**src/fuap_pkg.sv**
```systemverilog
// package: register map, config bit positions and timing constants for power control
// Overview of operation
// [RL1] direct powerdown bits force each block down
// [RL2] disk auto powerdown needs auto config bit 0
// [RL3] sleep needs motors off, idle status, timers expired
// [RL4] idle timer starts when auto powerdown enabled
// [RL5] disabling auto powerdown cancels timer, stays awake
// [RL6] rate register powerdown overrides auto powerdown
// [RL7] reset wake runs full disk reset
// [RL8] register wake resumes with state kept
// [RL9] motor set, status read, data access wake
// [RL10] every wake restarts the idle timer
// [RL11] other accesses keep sleep, data retained
// [RL12] output/rate writes wake only on motor/reset
// [RL13] drive outputs float, step/head/density stay active
// [RL14] host bus pins keep working while asleep
// [RL15] uart auto powerdown needs config bits 4,5
// [RL16] transmitter sleeps when holding and shift empty
// [RL17] receiver sleeps when fifo empty and idle
// [RL18] ring indicator interrupt works while asleep
// [RL19] transmit write or receive edge wakes uart
// [RL20] idle interval counted in own clock cycles
`default_nettype none
package fuap_pkg;
  localparam logic [3:0] FUAP_STAT_A   = 4'h0;  // drive_status_a, read
  localparam logic [3:0] FUAP_STAT_B   = 4'h1;  // drive_status_b, read
  localparam logic [3:0] FUAP_DOUT     = 4'h2;  // drive_output_control
  localparam logic [3:0] FUAP_MSTAT    = 4'h4;  // main status read / rate select write
  localparam logic [3:0] FUAP_DATA     = 4'h5;  // command_data_port
  localparam logic [3:0] FUAP_DIN      = 4'h7;  // drive input read / transfer rate write
  localparam logic [3:0] FUAP_DPWR     = 4'h8;  // direct_powerdown_config
  localparam logic [3:0] FUAP_APWR     = 4'h9;  // auto_power_config
  localparam logic [3:0] FUAP_PSTAT    = 4'ha;  // power state readback
  // direct powerdown bit positions
  localparam int FUAP_DP_FDC = 0;
  localparam int FUAP_DP_U1  = 1;
  localparam int FUAP_DP_U2  = 2;
  localparam int FUAP_DP_PP  = 3;
  // auto power bit positions
  localparam int FUAP_AP_FDC = 0;
  localparam int FUAP_AP_U1  = 4;
  localparam int FUAP_AP_U2  = 5;
  // output control fields: motor enables [7:4], reset low at bit 2
  localparam int FUAP_DO_RSTN = 2;
  // rate select: software reset bit 7, powerdown bit 6
  localparam int FUAP_RS_RST = 7;
  localparam int FUAP_RS_PD  = 6;
  localparam logic [7:0] FUAP_MSTAT_IDLE = 8'h80;
  localparam logic [7:0] FUAP_DOUT_RST   = 8'h04;
  localparam int FUAP_IDLE_MS  = 10;
  localparam int FUAP_CLK_KHZ  = 100000;
  localparam int FUAP_IDLE_CYC = FUAP_IDLE_MS * FUAP_CLK_KHZ;  // see [RL20]
  localparam int FUAP_RST_CYC  = 4;  // length of full reset pulse
  typedef enum logic [2:0] {
    FUAP_AWAKE = 3'b001,
    FUAP_ASLP  = 3'b010,
    FUAP_RSLP  = 3'b100
  } fuap_st_t;
endpackage
`default_nettype wire

```
**src/fuap_top.sv**
```systemverilog
// module: disk controller and uart power management with register port
`default_nettype none
module fuap_top
  import fuap_pkg::*;
#(
  parameter int IDLE_CYC = FUAP_IDLE_CYC  // 10 ms at 100 MHz
) (
  input  wire logic       clk_i,
  input  wire logic       rst_i,          // system reset pin, synchronous
  input  wire logic [3:0] addr_i,
  input  wire logic [7:0] wdata_i,
  input  wire logic       wr_i,
  input  wire logic       rd_i,
  output logic      [7:0] rdata_o,
  // core status inputs
  input  wire logic [7:0] main_status_i,  // main_controller_status from core
  input  wire logic       fdc_int_i,
  input  wire logic       head_unload_done_i,
  input  wire logic [7:0] drive_status_a_i,
  input  wire logic [7:0] drive_status_b_i,
  input  wire logic [7:0] drive_input_i,
  input  wire logic [7:0] data_rd_i,
  // core-side drive outputs
  input  wire logic       step_dir_i,
  input  wire logic       step_pulse_i,
  input  wire logic       head_sel_i,
  input  wire logic [1:0] density_i,
  input  wire logic [1:0] drive_sel_i,
  input  wire logic       write_bits_i,
  input  wire logic       write_gate_i,
  // drive pins
  output logic      [3:0] motor_on_out_o,
  output logic      [3:0] motor_on_oe_o,
  output logic      [1:0] drive_select_out_o,
  output logic            drive_select_oe_o,
  output logic            write_bitstream_out_o,
  output logic            write_gate_out_o,
  output logic            write_oe_o,
  output logic            step_direction_out_o,
  output logic            step_pulse_out_o,
  output logic            head_select_out_o,
  output logic      [1:0] density_select_out_o,
  // core controls
  output logic            fdc_reset_o,     // full reset sequence pulse
  output logic            fdc_clk_en_o,    // core clock gate enable
  output logic      [7:0] rate_wr_o,       // retained rate select
  output logic      [7:0] xfer_rate_o,     // retained transfer rate
  output logic            data_wr_o,
  output logic      [7:0] data_wdata_o,
  // uart status inputs, index 0 uart1
  input  wire logic [1:0] tx_hold_empty_i,
  input  wire logic [1:0] tx_shift_empty_i,
  input  wire logic [1:0] rx_fifo_empty_i,
  input  wire logic [1:0] rx_idle_i,
  input  wire logic [1:0] tx_buf_wr_i,
  input  wire logic [1:0] serial_receive_in_i,
  input  wire logic [1:0] ring_indicator_in_i,
  output logic      [1:0] tx_pd_o,
  output logic      [1:0] rx_pd_o,
  output logic      [1:0] ring_irq_o,
  output logic            par_pd_o
);
  typedef struct packed {
    fuap_st_t    st;        // disk controller power state
    logic [31:0] tmr;       // idle countdown
    logic [7:0]  dout;      // drive output control
    logic [7:0]  rate;      // rate select
    logic [7:0]  xrate;     // transfer rate
    logic [7:0]  dpwr;      // direct powerdown config
    logic [7:0]  apwr;      // auto power config
    logic [7:0]  rdata;
    logic [2:0]  rcnt;      // reset pulse counter
    logic [1:0]  txpd;
    logic [1:0]  rxpd;
    logic [1:0]  rxd;       // last receive level
    logic [1:0]  ri;        // last ring level
    logic [1:0]  rirq;
  } fuap_state_t;

  fuap_state_t st_ff;
  fuap_state_t nxt_st;

  logic wake_acc;   // qualifying waking access
  logic sw_rst;     // software reset write
  logic cond_ok;    // entry conditions apart from timer

  // access decode for waking
  always_comb begin
    sw_rst = (wr_i && addr_i == FUAP_DOUT && !wdata_i[FUAP_DO_RSTN])
          || (wr_i && addr_i == FUAP_MSTAT && wdata_i[FUAP_RS_RST]);  // see [RL12]
    wake_acc = (wr_i && addr_i == FUAP_DOUT && |wdata_i[7:4])          // see [RL9]
            || (rd_i && addr_i == FUAP_MSTAT)
            || ((rd_i || wr_i) && addr_i == FUAP_DATA);
    cond_ok = (st_ff.dout[7:4] == 4'h0) && (main_status_i == FUAP_MSTAT_IDLE)
            && !fdc_int_i && head_unload_done_i;                         // see [RL3]
  end

  // next state
  always_comb begin
    nxt_st = st_ff;
    nxt_st.rdata = 8'h00;
    if (nxt_st.rcnt != 3'h0) begin
      nxt_st.rcnt = st_ff.rcnt - 3'h1;
    end
    // register writes are retained even while asleep
    if (wr_i) begin  // see [RL11]
      unique case (addr_i)
        FUAP_DOUT:  nxt_st.dout  = wdata_i;
        FUAP_MSTAT: nxt_st.rate  = wdata_i;
        FUAP_DIN:   nxt_st.xrate = wdata_i;
        FUAP_DPWR:  nxt_st.dpwr  = wdata_i;
        FUAP_APWR:  nxt_st.apwr  = wdata_i;
        default: ;
      endcase
    end
    // reads return true status whatever the power state
    if (rd_i) begin
      unique case (addr_i)
        FUAP_STAT_A: nxt_st.rdata = drive_status_a_i;
        FUAP_STAT_B: nxt_st.rdata = drive_status_b_i;
        FUAP_DOUT:   nxt_st.rdata = st_ff.dout;
        FUAP_MSTAT:  nxt_st.rdata = main_status_i;
        FUAP_DATA:   nxt_st.rdata = data_rd_i;
        FUAP_DIN:    nxt_st.rdata = drive_input_i;
        FUAP_DPWR:   nxt_st.rdata = st_ff.dpwr;
        FUAP_APWR:   nxt_st.rdata = st_ff.apwr;
        FUAP_PSTAT:  nxt_st.rdata = {3'h0, st_ff.st, st_ff.tmr == 32'h0, 1'b0};
        default:     nxt_st.rdata = 8'h00;
      endcase
    end
    // idle timer: reloaded on wake and while disabled
    if (!st_ff.apwr[FUAP_AP_FDC]) begin
      nxt_st.tmr = IDLE_CYC;  // see [RL5]
    end else if (st_ff.tmr != 32'h0) begin
      nxt_st.tmr = st_ff.tmr - 32'h1;  // see [RL4]
    end
    unique case (st_ff.st)
      FUAP_AWAKE: begin
        if (wr_i && addr_i == FUAP_MSTAT && wdata_i[FUAP_RS_PD]) begin
          nxt_st.st = FUAP_RSLP;
        end else if (st_ff.apwr[FUAP_AP_FDC] && cond_ok && st_ff.tmr == 32'h0
                     && !wake_acc) begin
          nxt_st.st = FUAP_ASLP;  // see [RL2]
        end
      end
      FUAP_ASLP: begin
        if (wr_i && addr_i == FUAP_MSTAT && wdata_i[FUAP_RS_PD]) begin
          nxt_st.st = FUAP_RSLP;  // see [RL6]
        end else if (!st_ff.apwr[FUAP_AP_FDC] || wake_acc || sw_rst) begin
          nxt_st.st  = FUAP_AWAKE;  // see [RL8]
          nxt_st.tmr = IDLE_CYC;    // see [RL10]
        end
      end
      FUAP_RSLP: begin
        if (wake_acc || sw_rst) begin
          nxt_st.st  = FUAP_AWAKE;  // auto mode resumes afterwards
          nxt_st.tmr = IDLE_CYC;
          nxt_st.rate[FUAP_RS_PD] = 1'b0;
        end
      end
      default: nxt_st.st = FUAP_AWAKE;
    endcase
    if (sw_rst) begin
      nxt_st.rcnt = 3'(FUAP_RST_CYC);  // see [RL7]
    end
    // uart auto powerdown
    for (int i = 0; i < 2; i++) begin
      nxt_st.rxd[i] = serial_receive_in_i[i];
      nxt_st.ri[i]  = ring_indicator_in_i[i];
      // ring change raises irq regardless of power state
      nxt_st.rirq[i] = ring_indicator_in_i[i] != st_ff.ri[i];  // see [RL18]
      if (!st_ff.apwr[FUAP_AP_U1 + i]) begin
        nxt_st.txpd[i] = 1'b0;  // see [RL15]
        nxt_st.rxpd[i] = 1'b0;
      end else begin
        if (tx_buf_wr_i[i]) begin
          nxt_st.txpd[i] = 1'b0;  // see [RL19]
        end else if (tx_hold_empty_i[i] && tx_shift_empty_i[i]) begin
          nxt_st.txpd[i] = 1'b1;  // see [RL16]
        end
        if (serial_receive_in_i[i] != st_ff.rxd[i]) begin
          nxt_st.rxpd[i] = 1'b0;  // see [RL19]
        end else if (rx_fifo_empty_i[i] && rx_idle_i[i]) begin
          nxt_st.rxpd[i] = 1'b1;  // see [RL17]
        end
      end
    end
  end

  // state register; hardware reset gives the full reset sequence
  always_ff @(posedge clk_i) begin
    if (rst_i) begin
      st_ff       <= '0;
      st_ff.st    <= FUAP_AWAKE;
      st_ff.dout  <= FUAP_DOUT_RST;
      st_ff.tmr   <= IDLE_CYC;  // follow the parameter, not the package default
      st_ff.rcnt  <= 3'(FUAP_RST_CYC);  // see [RL7]
      st_ff.rxd   <= 2'h3;
    end else begin
      st_ff <= nxt_st;
    end
  end

  logic fdc_down;
  // direct powerdown acts independent of auto state
  assign fdc_down = (st_ff.st != FUAP_AWAKE) || st_ff.dpwr[FUAP_DP_FDC];  // see [RL1]

  // drive pins: motor, select, write float when down; others stay active
  assign motor_on_out_o        = ~st_ff.dout[7:4];
  assign motor_on_oe_o         = {4{!fdc_down}};  // see [RL13]
  assign drive_select_out_o    = drive_sel_i;
  assign drive_select_oe_o     = !fdc_down;
  assign write_bitstream_out_o = write_bits_i;
  assign write_gate_out_o      = write_gate_i;
  assign write_oe_o            = !fdc_down;
  assign step_direction_out_o  = step_dir_i;
  assign step_pulse_out_o      = step_pulse_i;
  assign head_select_out_o     = head_sel_i;
  assign density_select_out_o  = density_i;
  // host bus port never gated by powerdown
  assign rdata_o      = st_ff.rdata;  // see [RL14]
  assign fdc_reset_o  = st_ff.rcnt != 3'h0;
  assign fdc_clk_en_o = !fdc_down;
  assign rate_wr_o    = st_ff.rate;
  assign xfer_rate_o  = st_ff.xrate;
  assign data_wr_o    = wr_i && addr_i == FUAP_DATA;
  assign data_wdata_o = wdata_i;
  assign tx_pd_o      = st_ff.txpd | {st_ff.dpwr[FUAP_DP_U2], st_ff.dpwr[FUAP_DP_U1]};
  assign rx_pd_o      = st_ff.rxpd | {st_ff.dpwr[FUAP_DP_U2], st_ff.dpwr[FUAP_DP_U1]};
  assign ring_irq_o   = st_ff.rirq;
  assign par_pd_o     = st_ff.dpwr[FUAP_DP_PP];

  // assertions
  wake_stat_a: assert property (@(posedge clk_i) disable iff (rst_i)  // see [RL9]
    (st_ff.st == FUAP_ASLP && rd_i && addr_i == FUAP_MSTAT) |=> st_ff.st == FUAP_AWAKE)
    else $error("status read did not wake");
  sleep_cond_a: assert property (@(posedge clk_i) disable iff (rst_i)  // see [RL3]
    (st_ff.st == FUAP_AWAKE) ##1 (st_ff.st == FUAP_ASLP) |-> $past(cond_ok))
    else $error("sleep without conditions");
  auto_off_a: assert property (@(posedge clk_i) disable iff (rst_i)  // see [RL5]
    !st_ff.apwr[FUAP_AP_FDC] |=> st_ff.st != FUAP_ASLP)
    else $error("auto sleep while disabled");
  tmr_reload_a: assert property (@(posedge clk_i) disable iff (rst_i)  // see [RL10]
    (st_ff.st == FUAP_ASLP ##1 st_ff.st == FUAP_AWAKE) |-> st_ff.tmr == IDLE_CYC)
    else $error("timer not restarted");
  pins_float_a: assert property (@(posedge clk_i) disable iff (rst_i)  // see [RL13]
    (st_ff.st != FUAP_AWAKE) |-> !write_oe_o && !drive_select_oe_o && motor_on_oe_o == 4'h0)
    else $error("drive pins driven asleep");
  dout_keep_a: assert property (@(posedge clk_i) disable iff (rst_i)  // see [RL11]
    (st_ff.st == FUAP_ASLP && wr_i && addr_i == FUAP_DOUT && wdata_i[7:4] == 4'h0
     && wdata_i[FUAP_DO_RSTN]) |=> st_ff.st == FUAP_ASLP && st_ff.dout == $past(wdata_i))
    else $error("plain write woke or lost");
  rate_pd_a: assert property (@(posedge clk_i) disable iff (rst_i)  // see [RL6]
    (wr_i && addr_i == FUAP_MSTAT && wdata_i[FUAP_RS_PD] && !wdata_i[FUAP_RS_RST])
    |=> st_ff.st == FUAP_RSLP)
    else $error("rate powerdown ignored");
  tx_sleep_a: assert property (@(posedge clk_i) disable iff (rst_i)  // see [RL16]
    (st_ff.apwr[FUAP_AP_U1] && tx_hold_empty_i[0] && tx_shift_empty_i[0] && !tx_buf_wr_i[0])
    |=> tx_pd_o[0])
    else $error("transmitter stayed up");
  swrst_a: assert property (@(posedge clk_i) disable iff (rst_i)  // see [RL7]
    sw_rst |=> fdc_reset_o [*4])
    else $error("reset pulse short");
endmodule
`default_nettype wire

```
**config.mk**
```make
export PLATFORM = sky130hd
export DESIGN_NAME = fuap_top
export DESIGN_NICKNAME = d
export VERILOG_FILES = /design/src/fuap_pkg.sv /design/src/fuap_top.sv
export SDC_FILE = /design/constraint.sdc
export NUM_CORES = 1
export LEC_CHECK = 0
export CAP_MARGIN = 5
export CORE_AREA = 4 4 118 120
export DETAILED_ROUTE_END_ITERATION = 10
export DIE_AREA = 0 0 122 124
export DONT_BUFFER_PORTS = 1
export GPL_TIMING_DRIVEN = 0
export HOLD_SLACK_MARGIN = 0.06
export SETUP_SLACK_MARGIN = 0.3
export SLEW_MARGIN = 20
export SYNTH_ARGS = -nofsm -noshare
export SYNTH_HDL_FRONTEND = slang
export SYNTH_SLANG_ARGS = --single-unit
```
**constraint.sdc**
```tcl
create_clock -name clk_i -period 2.64 [get_ports clk_i]
set_input_delay 0.528 -clock clk_i [delete_from_list [all_inputs] [get_ports clk_i]]
set_output_delay 0.528 -clock clk_i [all_outputs]
set_load 0.005 [all_outputs]
```
=== After elaboration in Yosys (flattened, before gate mapping) ===
Index checks and enable logic that the tools add are counted.

* Register bits after elaboration: 96
* Input port bits: 81

* Add/subtract/negate cells: 2
* Equal/unequal tests: 20
* Bitwise gates (word level): 6
* Mux-type cells: 18
* Reductions and logical operators: 50

{| class="wikitable"
|+ Operators with widths
! kind !! count
|-
| two-way mux 32 bit || 3
|-
| case mux 8 bit (9 select lines) || 1
|-
| two-way mux 35 bit || 2
|-
| case mux 32 bit (2 select lines) || 1
|-
| logical NOT 32 bit || 1
|-
| nonzero test 32 bit || 1
|-
| subtractor 32 x 1 -> 32 bit (second input constant) || 1
|-
| two-way mux 31 bit || 1
|-
| two-way mux 8 bit || 3
|-
| logical AND 1 bit || 19
|-
| == test 4 x 3 -> 1 bit (second input constant) || 3
|-
| == test 4 bit (second input constant) || 3
|-
| OR reduction 3 bit || 4
|-
| AND reduction 2 bit || 5
|-
| two-way mux 3 bit || 3
|-
| case mux 3 bit (3 select lines) || 1
|-
| == test 8 bit (second input constant) || 1
|-
| logical NOT 4 bit || 2
|-
| logical OR 1 bit || 8
|-
| two-way mux 7 bit || 1
|-
| != test 3 bit (second input constant) || 2
|-
| logical NOT 1 bit || 5
|-
| == test 4 x 1 -> 1 bit (second input constant) || 1
|-
| == test 4 x 2 -> 1 bit (second input constant) || 1
|-
| other kinds (15) || 23
|}

=== Logic depth before layout (Yosys ltp) ===
Gate-level depths: netlist of the first run.

* Depth after elaboration: 10
* Depth in mapped cells: 9
* Mapped depth without buffers: 7

=== Least setup slack after synthesis of the first run ===
OpenSTA, ideal clock, no wires.

* Path kind: register to register
* From: register st_ff[65] (netlist name)
* To: register st_ff[77] (netlist name)
* Required time: 2.513 ns
* Cell stages (with the launch flop): 8
* Setup slack: 0.395 ns
* Path buffers: 2
* Library setup time: 0.127 ns
* Arrival: 2.118 ns
* Period minus slack after synthesis: 2.245 ns
* Cells stage by stage: dfxtp_1 -> or4_4 -> buf_6 -> or4_1 -> buf_2 -> a21oi_2 -> a21boi_1 -> or3_1

* Word-level cells in the longest chain between the ends: 6
* Elaborated cells between the ends (all ways): 8
* Classes of those cells: add/sub: 1; mux: 6; reduce/logical: 1

{| class="wikitable"
|+ Ends and longest elaborated chain
! what !! RTL line !! RTL
|-
| start: declaration || fuap_top.sv:80 || <nowiki>fuap_state_t st_ff;</nowiki>
|-
| start signal: assignment || fuap_top.sv:200 || <nowiki>st_ff <= nxt_st;</nowiki>
|-
| subtractor 32 x 1 -> 32 bit or nonzero test 32 bit (tied branches) || fuap_top.sv:135, fuap_top.sv:134 ||
|-
| two-way mux 32 bit * || fuap_top.sv:134 || <nowiki>end else if (st_ff.tmr != 32'h0) begin</nowiki>
|-
| two-way mux 32 bit * || fuap_top.sv:132 || <nowiki>if (!st_ff.apwr[FUAP_AP_FDC]) begin</nowiki>
|-
| two-way mux 35 bit || fuap_top.sv:149 || <nowiki>end else if (!st_ff.apwr[FUAP_AP_FDC] || wake_acc || sw_rst) begin</nowiki>
|-
| two-way mux 32 bit || fuap_top.sv:147 || <nowiki>if (wr_i && addr_i == FUAP_MSTAT && wdata_i[FUAP_RS_PD]) begin</nowiki>
|-
| case mux 32 bit (2 select lines) * || fuap_top.sv:137 || <nowiki>unique case (st_ff.st)</nowiki>
|}

Mark *: on every way between the ends. The rest lies on a longest branch, timed or not. The select of a mux whose other input is x is not followed.
A chain may end at the register's enable or synchronous reset.

=== Worst setup path in the final report of the first run ===
Same ends and word-level chain as after synthesis.

==> out/results.ini, run 1 <==
[status]
status=completed

[synth]
synth.avg_cell_area_um2=8.47
syn_inst=603
synthDistinctLibCells=62
ys.warnings.count=0
yosysMostFrequentCell=dfxtp_1
syn_area_um2=5100
ys_seq_area_frac=0.376
synth_top_area_share=0.376
synth_top_cell_by_area=dfxtp_1
synth-async-reset-ratio=0
ys_ff_latch=96
synth.area.top_cells=dfxtp_1, mux2i_1, buf_4
synthTopCellsByCount=dfxtp_1, nor2_1, buf_4, a21oi_1, mux2i_1
synth-edff-count=0
synth_flop_cell=dfxtp_1
syn_nets=688

[setup_path]
endpoint_kind=flip-flop
worstPathRequired_ps=2880
critical_path_peak_fanout=7
crit_arrival_ps=2520
crit_path_start_kind=flip-flop
critPathKind=reg2reg
cp_slowest_cell=or4_4
critPathMaxStageDelay_ps=530
cp_cell_sequence=or4_4 > buf_6 > or4_4 > buf_6 > a21oi_4 > a21boi_1 > or3_1

[timing]
layout_min_cycle_time_ps=2290
relSlewSlack=0.475
rsz0062_at_grt=true
finalHoldWorstSlack_ps=252
fin_ws_ps=354
worst_slew_pin_slew_ps=780
report.final.slew_viol_count=0
timing.final.crit_share=0.866
report.final.hold_viol_count=0
finClkSkew_ps=12.0
finalSetupViolCount=0
max_freq_ghz=0.437

[floorplan]
die_h_um=124
coreArea_um2=13000
die_x_um=122
io_pins=142
rows=42
die-area_um2=15100
start_util=0.393

[detailed_routing]
drt_iter0_markers=337
post-route-drc-count=0
antenna_left=0
wl_per_cell_um=17.8
viasPerCell=5.57
first_pass_iters=5
vias=4483
wl_um=14300

[layout]
area_growth_pct=14.3
fin_nets=708
final_cells=805
drive_gt1_frac=0.201

[placed_design]
port_buffers=0
hpwl_um=10800
gp_congestion=0.899
placedCellCount=779
place_worst_setup_slack_ps=-271

[clock_network]
cts_sinks=96
worst_skew_pair.late_latency_ps=350
cts_tree=built
cts_buffer_depth=2
cts_root_buf=clkbuf_16
holdBufCountCts=0
cts_buffers=9
cts.clk_slew.worst_paths_ps=70
cts.htree.levels=3

[min_path]
hp-class=in2reg

[grt]
grt_overflow_total=0
grt_antenna_before_repair=1
grt_pass1_vias=4058
globalRouteTotalUtil=0.181
grt_pass1_wl_um=21100
grt_max_degree=17

[pwr]
p_leak_nw=2.20
power_density_nw_per_um2=536
total_power_mw=3.13
vdd_drop_max_v=0.000543

[run]
max_cap_viol_count=0

cells by family (layout without fill, tap and decap cells):
logic type | after synthesis | after routing | synth area share
DFF | 96 | 96 | 0.376
AOI/OAI and AO/OA | 114 | 114 | 0.148
buffers and inverters | 93 | 118 | 0.106
xor gates and xnor gates | 19 | 19 | 0.0326
and+or+nand+nor | 235 | 235 | 0.241
other | 0 | 1 | 0
muxes | 42 | 42 | 0.0858
adders and majority gates | 4 | 4 | 0.00980
path summary, 6_finish.rpt:
check	endpoint	start	slack, ps	depth (start not counted)
worst max-delay path	st_ff[77]	st_ff[65]	350	7
worst min-delay path	st_ff[9]	tx_buf_wr_i[1]	250	1
worst max register to register	st_ff[77]	st_ff[65]	350	7
worst min register to register	st_ff[84]	st_ff[84]	480	2
power breakdown:
| part | internal, mW | switching (mW) | total (mW) | leakage [nW] |
|---|---|---|---|---|
| clock network | 0.734 | 0.568 | 1.30 | 0.138 |
| logic | 0.140 | 0.176 | 0.317 | 1.29 |
| registers | 1.49 | 0.0226 | 1.51 | 0.779 |
| total | 2.36 | 0.767 | 3.13 | 2.20 |
per-stage QoR:
stage | instance area (um2) | setup TNS, ps | util
2_1_floorplan | 5100 | 0 | -
3_3_place_gp | 5330 | -5960 | 0.410
3_5_place_dp | 5330 | -6930 | 0.410
4_1_cts | 5680 | 0 | 0.437
5_1_grt | 5830 | 0 | 0.449
6_report | 5830 | 0 | 0.449
cell type report:
class / instances / area (um2)
fill: 1328 / 7150
timing repair buffer: 9 / 67.6
clock buffer: 9 / 225
inverter: 11 / 41.3
buffer: 82 / 517
sequential: 96 / 1930
tap: 176 / 220
antenna: 1 / 2.50
clock inverter: 7 / 71.3
multi-input combinational: 414 / 2760
state kept, by name, indices dropped and copies added, names as in the netlist:
register,count
par_pd_o,1
rate_wr_o,8
rdata_o,8
ring_irq_o,2
st_ff,69
xfer_rate_o,8
cells in the final DEF (no fill, tap or decap), types with 4 or more instances in the layout:
master,synthesis,layout
nand3b_1,8,8
and3_1,4,4
a211o_1,4,4
inv_1,10,10
xor2_1,9,9
nor2_1,73,72
a221oi_1,4,4
nand2b_1,10,10
nor4_1,11,5
a32oi_1,5,5
or3_1,8,8
o211ai_1,4,4
mux2i_1,37,37
clkbuf_2,0,6
clkbuf_1,29,22
buf_4,49,58
nor3_1,13,12
nor2b_1,14,13
a22oi_1,5,5
or4_1,9,7
mux2_2,4,4
or2_2,10,10
a211oi_1,5,4
a31oi_1,7,7
nand2_1,36,36
o31ai_1,6,6
nand4_1,10,10
nand3_1,16,15
a21oi_1,37,37
nor4_2,1,6
xnor2_1,10,10
a22o_1,6,6
clkbuf_16,0,9
dfxtp_1,96,93
o21ai_0,16,16
critical path: cells and delay by family, from the launching register on:
kind	cells	cell delay (ps)
flip-flops	1	340
AO/OA/AOI/OAI	2	190
AND/OR/NAND/NOR	3	1340
buffers and inverters	2	300
per-layer routing:
layer | vias to the layer above | global-route usage | share of wire
li1 | 2145 | - | -
met1 | 2140 | 0.238 | 0.44
met2 | 169 | 0.278 | 0.46
met3 | 27 | 0.0677 | 0.083
met4 | 2 | 0.0539 | 0.021
met5 | - | 0 | 0.00091
repair_timing:
action	CTS	global route
setup buffers	3	6
resized for setup	7	36
gates cloned	0	0
pin swaps	2	3
setup endpoints to repair	41	67
No activity file was read; power rests on OpenSTA's default activity.
==> inputs of run 2 (changes only) <==
==> constraint.sdc (replaced) <==
create_clock -name clk_i -period 2.7 [get_ports clk_i]
set_input_delay 0.54 -clock clk_i [delete_from_list [all_inputs] [get_ports clk_i]]
set_output_delay 0.54 -clock clk_i [all_outputs]
set_load 0.005 [all_outputs]
==> run 2 against run 1 <==
Cell count is 0.50% lower. Sequential share of layout area increased by 0.36 points. Core utilization fell by 0.55 points. Routed wire length is essentially flat. Sequential power fell by 3%. Critical endpoint is now rdata_o[4]. Largest cell class unchanged. Highest routed layer unchanged.
==> out/results.ini, run 2 (synthesis gave the netlist of run 1 again) <==
[grt]
grt_max_degree=17  ; unchanged
grt_pass1_wl_um=21100  ; about the same
grt_overflow_total=0  ; unchanged
grt_antenna_before_repair=1  ; unchanged
globalRouteTotalUtil=0.181  ; unchanged
grt_pass1_vias=4052  ; -0.15%

[timing]
report.final.hold_viol_count=0  ; unchanged
relSlewSlack=0.491  ; +0.0154
finalHoldWorstSlack_ps=264  ; +12.4 ps
tns_ps=0  ; unchanged
finClkSkew_ps=12.5  ; +0.514 ps
rsz0062_at_grt=true
worst_slew_pin_slew_ps=757  ; -22.8 ps
finalSetupViolCount=0  ; unchanged
report.final.slew_viol_count=0  ; unchanged
max_freq_ghz=0.425
layout_min_cycle_time_ps=2350
timing.final.crit_share=0.872

[detailed_routing]
first_pass_iters=4  ; -1
wl_um=14300  ; about the same
wl_per_cell_um=17.9  ; +0.44%
antenna_left=0  ; unchanged
vias=4430  ; -1.2%
drt_iter0_markers=301  ; -11%
viasPerCell=5.53  ; -0.69%
post-route-drc-count=0  ; unchanged

[layout]
final_cell_area_um2=5760  ; -1.2%
top_register=st_ff
area_growth_pct=12.9
multi_input_area_um2=2730  ; -1.4%
seqCellArea_um2=1920  ; -0.13%
drive_gt1_frac=0.181  ; -0.0198
fillerInstances=1334  ; +0.45%
fin_nets=705  ; -0.42%
antenna_cells=0  ; -1
final_cells=801  ; -0.50%
final_cell_mix=dfxtp_1, nor2_1, buf_4
layout_commonest_cell=dfxtp_1
largest_reg_flops=69  ; unchanged

[setup_path]
crit_path_start_kind=input port
startpoint=addr_i[1]
critPathKind=in2reg
worstPathRequired_ps=2920  ; +40 ps
critical_path_peak_fanout=10  ; +3
endpoint_kind=flip-flop
r2r-start=st_ff[65]
crit_arrival_ps=2580  ; +60 ps
reg2reg_slack_ps=380  ; +30 ps

[placed_design]
port_buffers=0  ; unchanged
hpwl_um=10800  ; unchanged
gp_congestion=0.899  ; unchanged
placedCellCount=779  ; unchanged
placed_cell_area_um2=5330  ; unchanged

[clock_network]
holdBufCountCts=0  ; unchanged
cts.htree.levels=3  ; unchanged
cts_buffer_depth=2  ; unchanged
cts_buffers=9  ; unchanged
cts_sinks=96  ; unchanged
cts.clk_slew.worst_paths_ps=70  ; about the same
worst_skew_pair.late_latency_ps=350  ; about the same
cts_root_buf=clkbuf_16
cts_tree=built

[min_path]
hp-class=in2reg
hp-start=tx_buf_wr_i[0]

[pwr]
vdd_drop_max_v=0.000531  ; -2.1%
total_power_mw=3.05  ; -2.3%
power_density_nw_per_um2=530  ; -1.1%
p_leak_nw=2.18  ; -1.1%

[status]
status=completed

[floorplan]
start_util=0.393  ; unchanged
rows=42  ; unchanged
die_h_um=124  ; unchanged
die-area_um2=15100  ; unchanged
die_x_um=122  ; unchanged
io_pins=142  ; unchanged
coreArea_um2=13000  ; unchanged

[run]
max_cap_viol_count=0  ; unchanged

[run 2: changes by cell type in the layout (fill, tap and decap cells not counted), sizes merged]
cell	delta
buf	-4
diode	-1
clkbuf	+1
[run 2: where the power goes]
group | leakage (nW) | total (mW) | internal [mW] | switching (mW)
clock network | 0.138 | 1.27 | 0.717 | 0.554
registers | 0.778 | 1.47 | 1.45 | 0.0221
logic | 1.26 | 0.309 | 0.136 | 0.173
total | 2.18 | 3.05 | 2.31 | 0.748
[run 2: layout make-up]
type | instances | area share
Buffer | 82 | 0.0886
Multi-Input combinational cell | 414 | 0.473
Timing Repair Buffer | 6 | 0.00782
Clock buffer | 9 | 0.0391
Sequential cell | 96 | 0.334
Clock inverter | 7 | 0.0124
Tap cell | 176 | 0.0382
Inverter | 11 | 0.00716
[run 2: critical path, cell delays in order]
cell      delay (ps)
clkbuf_1         390
buf_1            520
clkbuf_1         450
nand4b_1         170
a21oi_1           80
a221oi_1         300
a21oi_1          120
[run 2: layer usage]
layer / global-route usage / vias to the layer above / part of all wire
met5: 0 / - / 0.00091
met4: 0.0539 / 2 / 0.022
met3: 0.0677 / 27 / 0.084
met2: 0.277 / 181 / 0.45
met1: 0.239 / 2086 / 0.44
li1: - / 2134 / -
[run 2: path summary, 6_finish.rpt]
| kind | endpoint | depth (start not counted) |
|---|---|---|
| worst max register to register | st_ff[77] | 7 |
| worst min register to register | st_ff[84] | 2 |
| worst min-delay path | st_ff[8] | 1 |
| worst max-delay path | rdata_o[4] | 7 |
[run 2: through the flow]
stage          utilization  setup slack (ps)
4_1_cts              0.437               304
3_5_place_dp         0.410              -223
2_1_floorplan            -               454
3_3_place_gp         0.410              -192
5_1_grt              0.444               277
6_report             0.444               345
[run 2: repair_timing]
| item | CTS | global route |
|---|---|---|
| buffers inserted | 2 | 4 |
| endpoints found under the setup margin | 40 | 58 |
| resized for setup | 6 | 23 |
| pin swaps | 1 | 2 |
==> inputs of run 3 (changes only) <==
==> constraint.sdc (replaced) <==
create_clock -name clk_i -period 2 [get_ports clk_i]
set_input_delay 0.4 -clock clk_i [delete_from_list [all_inputs] [get_ports clk_i]]
set_output_delay 0.4 -clock clk_i [all_outputs]
set_load 0.005 [all_outputs]
==> run 3 against run 2 <==
The flow now finishes with violations (negative setup slack). Routed wire length grew 7.2%. Sequential share of layout area down 3.8 points. Flip-flop and latch count did not move. Critical path depth unchanged. Clock skew is 2.1 ps lower. Combinational power rose by 51%. Critical path type is now reg2reg. Critical endpoint is now st_ff[91].
==> out/results.ini, run 3 (synthesis gave the netlist of run 1 again) <==
[grt]
grt_max_degree=18  ; +1
grt_pass1_vias=4515  ; +11%
grt_antenna_before_repair=0  ; -1
grt_overflow_total=0  ; unchanged
globalRouteTotalUtil=0.198  ; +0.0168
grt_pass1_wl_um=23300  ; +10%

[placed_design]
hpwl_um=10700  ; -0.35%
placed_cell_area_um2=5510  ; +3.5%
place_worst_setup_slack_ps=-414  ; -191 ps
gp_congestion=0.905  ; +0.61%
port_buffers=0  ; unchanged

[clock_network]
cts_sinks=96  ; unchanged
worst_skew_pair.late_latency_ps=360  ; about the same
cts_buffers=9  ; unchanged
cts.clk_slew.worst_paths_ps=70  ; about the same
cts_root_buf=clkbuf_16
cts_tree=built
cts_buffer_depth=2  ; unchanged
cts.htree.levels=3  ; unchanged

[layout]
drive_gt1_frac=0.330  ; +0.150
final_util=0.504  ; +0.0601
final_cell_mix=dfxtp_1, buf_4, nor2_1
final_cell_area_um2=6540  ; +14%
fillerInstances=1215  ; -8.9%
fin_nets=740  ; +5.0%
largest_reg_flops=69  ; unchanged
area_growth_pct=28.2
layout_commonest_cell=dfxtp_1
antenna_cells=0  ; unchanged
top_register=st_ff

[setup_path]
crit_arrival_ps=2480  ; -100 ps
cp_cell_sequence=inv_2 > ha_4 > or3b_4 > or4_4 > buf_6 > or4_4 > a21oi_2
cp_slowest_cell=or4_4
endpoint_kind=flip-flop
critical_path_peak_fanout=5  ; -5
critPathKind=reg2reg
crit_path_start_kind=flip-flop
worstPathRequired_ps=2290  ; -630 ps
critPathMaxStageDelay_ps=520  ; about the same
crit_family=simple AND/OR/NAND/NOR gates
critical_path_buf_inv_count=2  ; -1
cpMostUsedCell=or4_4

[timing]
report.final.slew_viol_count=0  ; unchanged
max_freq_ghz=0.456
layout_min_cycle_time_ps=2190
relSlewSlack=0.401  ; -0.0895
finClkSkew_ps=10.4  ; -2.07 ps
timing.final.crit_share=1.10
fin_ws_ps=-192  ; -537 ps
rsz0062_at_grt=true
report.final.hold_viol_count=0  ; unchanged
finalSetupViolCount=25  ; +25
worst_slew_pin_slew_ps=890  ; +133 ps
finalHoldWorstSlack_ps=118  ; -146 ps

[status]
violations=negative setup slack
status=finished with violations

[detailed_routing]
drt_iter0_markers=230  ; -24%
vias=4672  ; +5.5%
antenna_left=0  ; unchanged
wl_per_cell_um=18.4  ; +2.7%
wl_um=15400  ; +7.2%
post-route-drc-count=0  ; unchanged
first_pass_iters=4  ; unchanged
viasPerCell=5.59  ; +1.0%

[floorplan]
coreArea_um2=13000  ; unchanged
io_pins=142  ; unchanged
die_h_um=124  ; unchanged
die_x_um=122  ; unchanged
start_util=0.393  ; unchanged
rows=42  ; unchanged
die-area_um2=15100  ; unchanged

[pwr]
power_density_nw_per_um2=652  ; +23%
vdd_drop_max_v=0.000517  ; -2.8%
p_leak_nw=2.55  ; +17%

[run]
max_cap_viol_count=0  ; unchanged

[min_path]
hp-class=in2reg

==> run 3: worst paths after layout <==
| path | start | endpoint | slack [ps] | cells after the start |
|---|---|---|---|---|
| max | st_ff[61] | st_ff[91] | -190 | 7 |
| min | tx_buf_wr_i[0] | st_ff[8] | 120 | 1 |
| max reg2reg | st_ff[61] | st_ff[91] | -190 | 7 |
| min reg2reg | st_ff[84] | st_ff[84] | 490 | 2 |
==> run 3: cell type report <==
| class | count | area [um2] | area share |
|---|---|---|---|
| multi-input combinational | 414 | 3050 | 0.467 |
| sequential | 96 | 1930 | 0.296 |
| buffer | 82 | 617 | 0.0943 |
| timing repair buffer | 41 | 375 | 0.0574 |
| clock buffer | 9 | 225 | 0.0344 |
| tap | 176 | 220 | 0.0337 |
| clock inverter | 7 | 77.6 | 0.0119 |
| inverter | 11 | 41.3 | 0.00631 |
==> run 3: timing repair <==
action | CTS | global route
endpoints found under the hold margin | 0 | 0
setup endpoints to repair | 54 | 57
setup buffers | 33 | 8
pin swaps | 33 | 25
gates resized for setup | 54 | 41
hold buffers | 0 | 0
==> run 3: stage by stage <==
stage	setup TNS (ps)	cells	power (mW)
after global placement	-7430	779	2.45
after global routing	-4990	836	4.42
after detailed placement	-9050	779	2.47
final	-2540	836	4.27
after CTS	-2280	828	4.29
after floorplan	-778	603	2.37
==> run 3: routing by layer <==
layer	vias to the layer above	global-route usage	share of wire
met4	0	0.0882	0.027
met3	30	0.0459	0.058
met1	2269	0.251	0.43
met2	163	0.321	0.48
li1	2210	-	-
met5	-	0	0
==> run 3: worst reg2reg max path, delay by kind of cell (launching register included) <==
kind | cells | cell delay (ps)
DFF | 1 | 330
buffers and inverters | 2 | 220
and+or+nand+nor | 3 | 1320
adders and majority gates | 1 | 130
AOI/OAI and AO/OA | 1 | 130
==> run 3: power breakdown <==
group          switching [mW]  internal (mW)
registers              0.0302           1.96
logic                   0.252          0.214
clock network           0.828          0.984
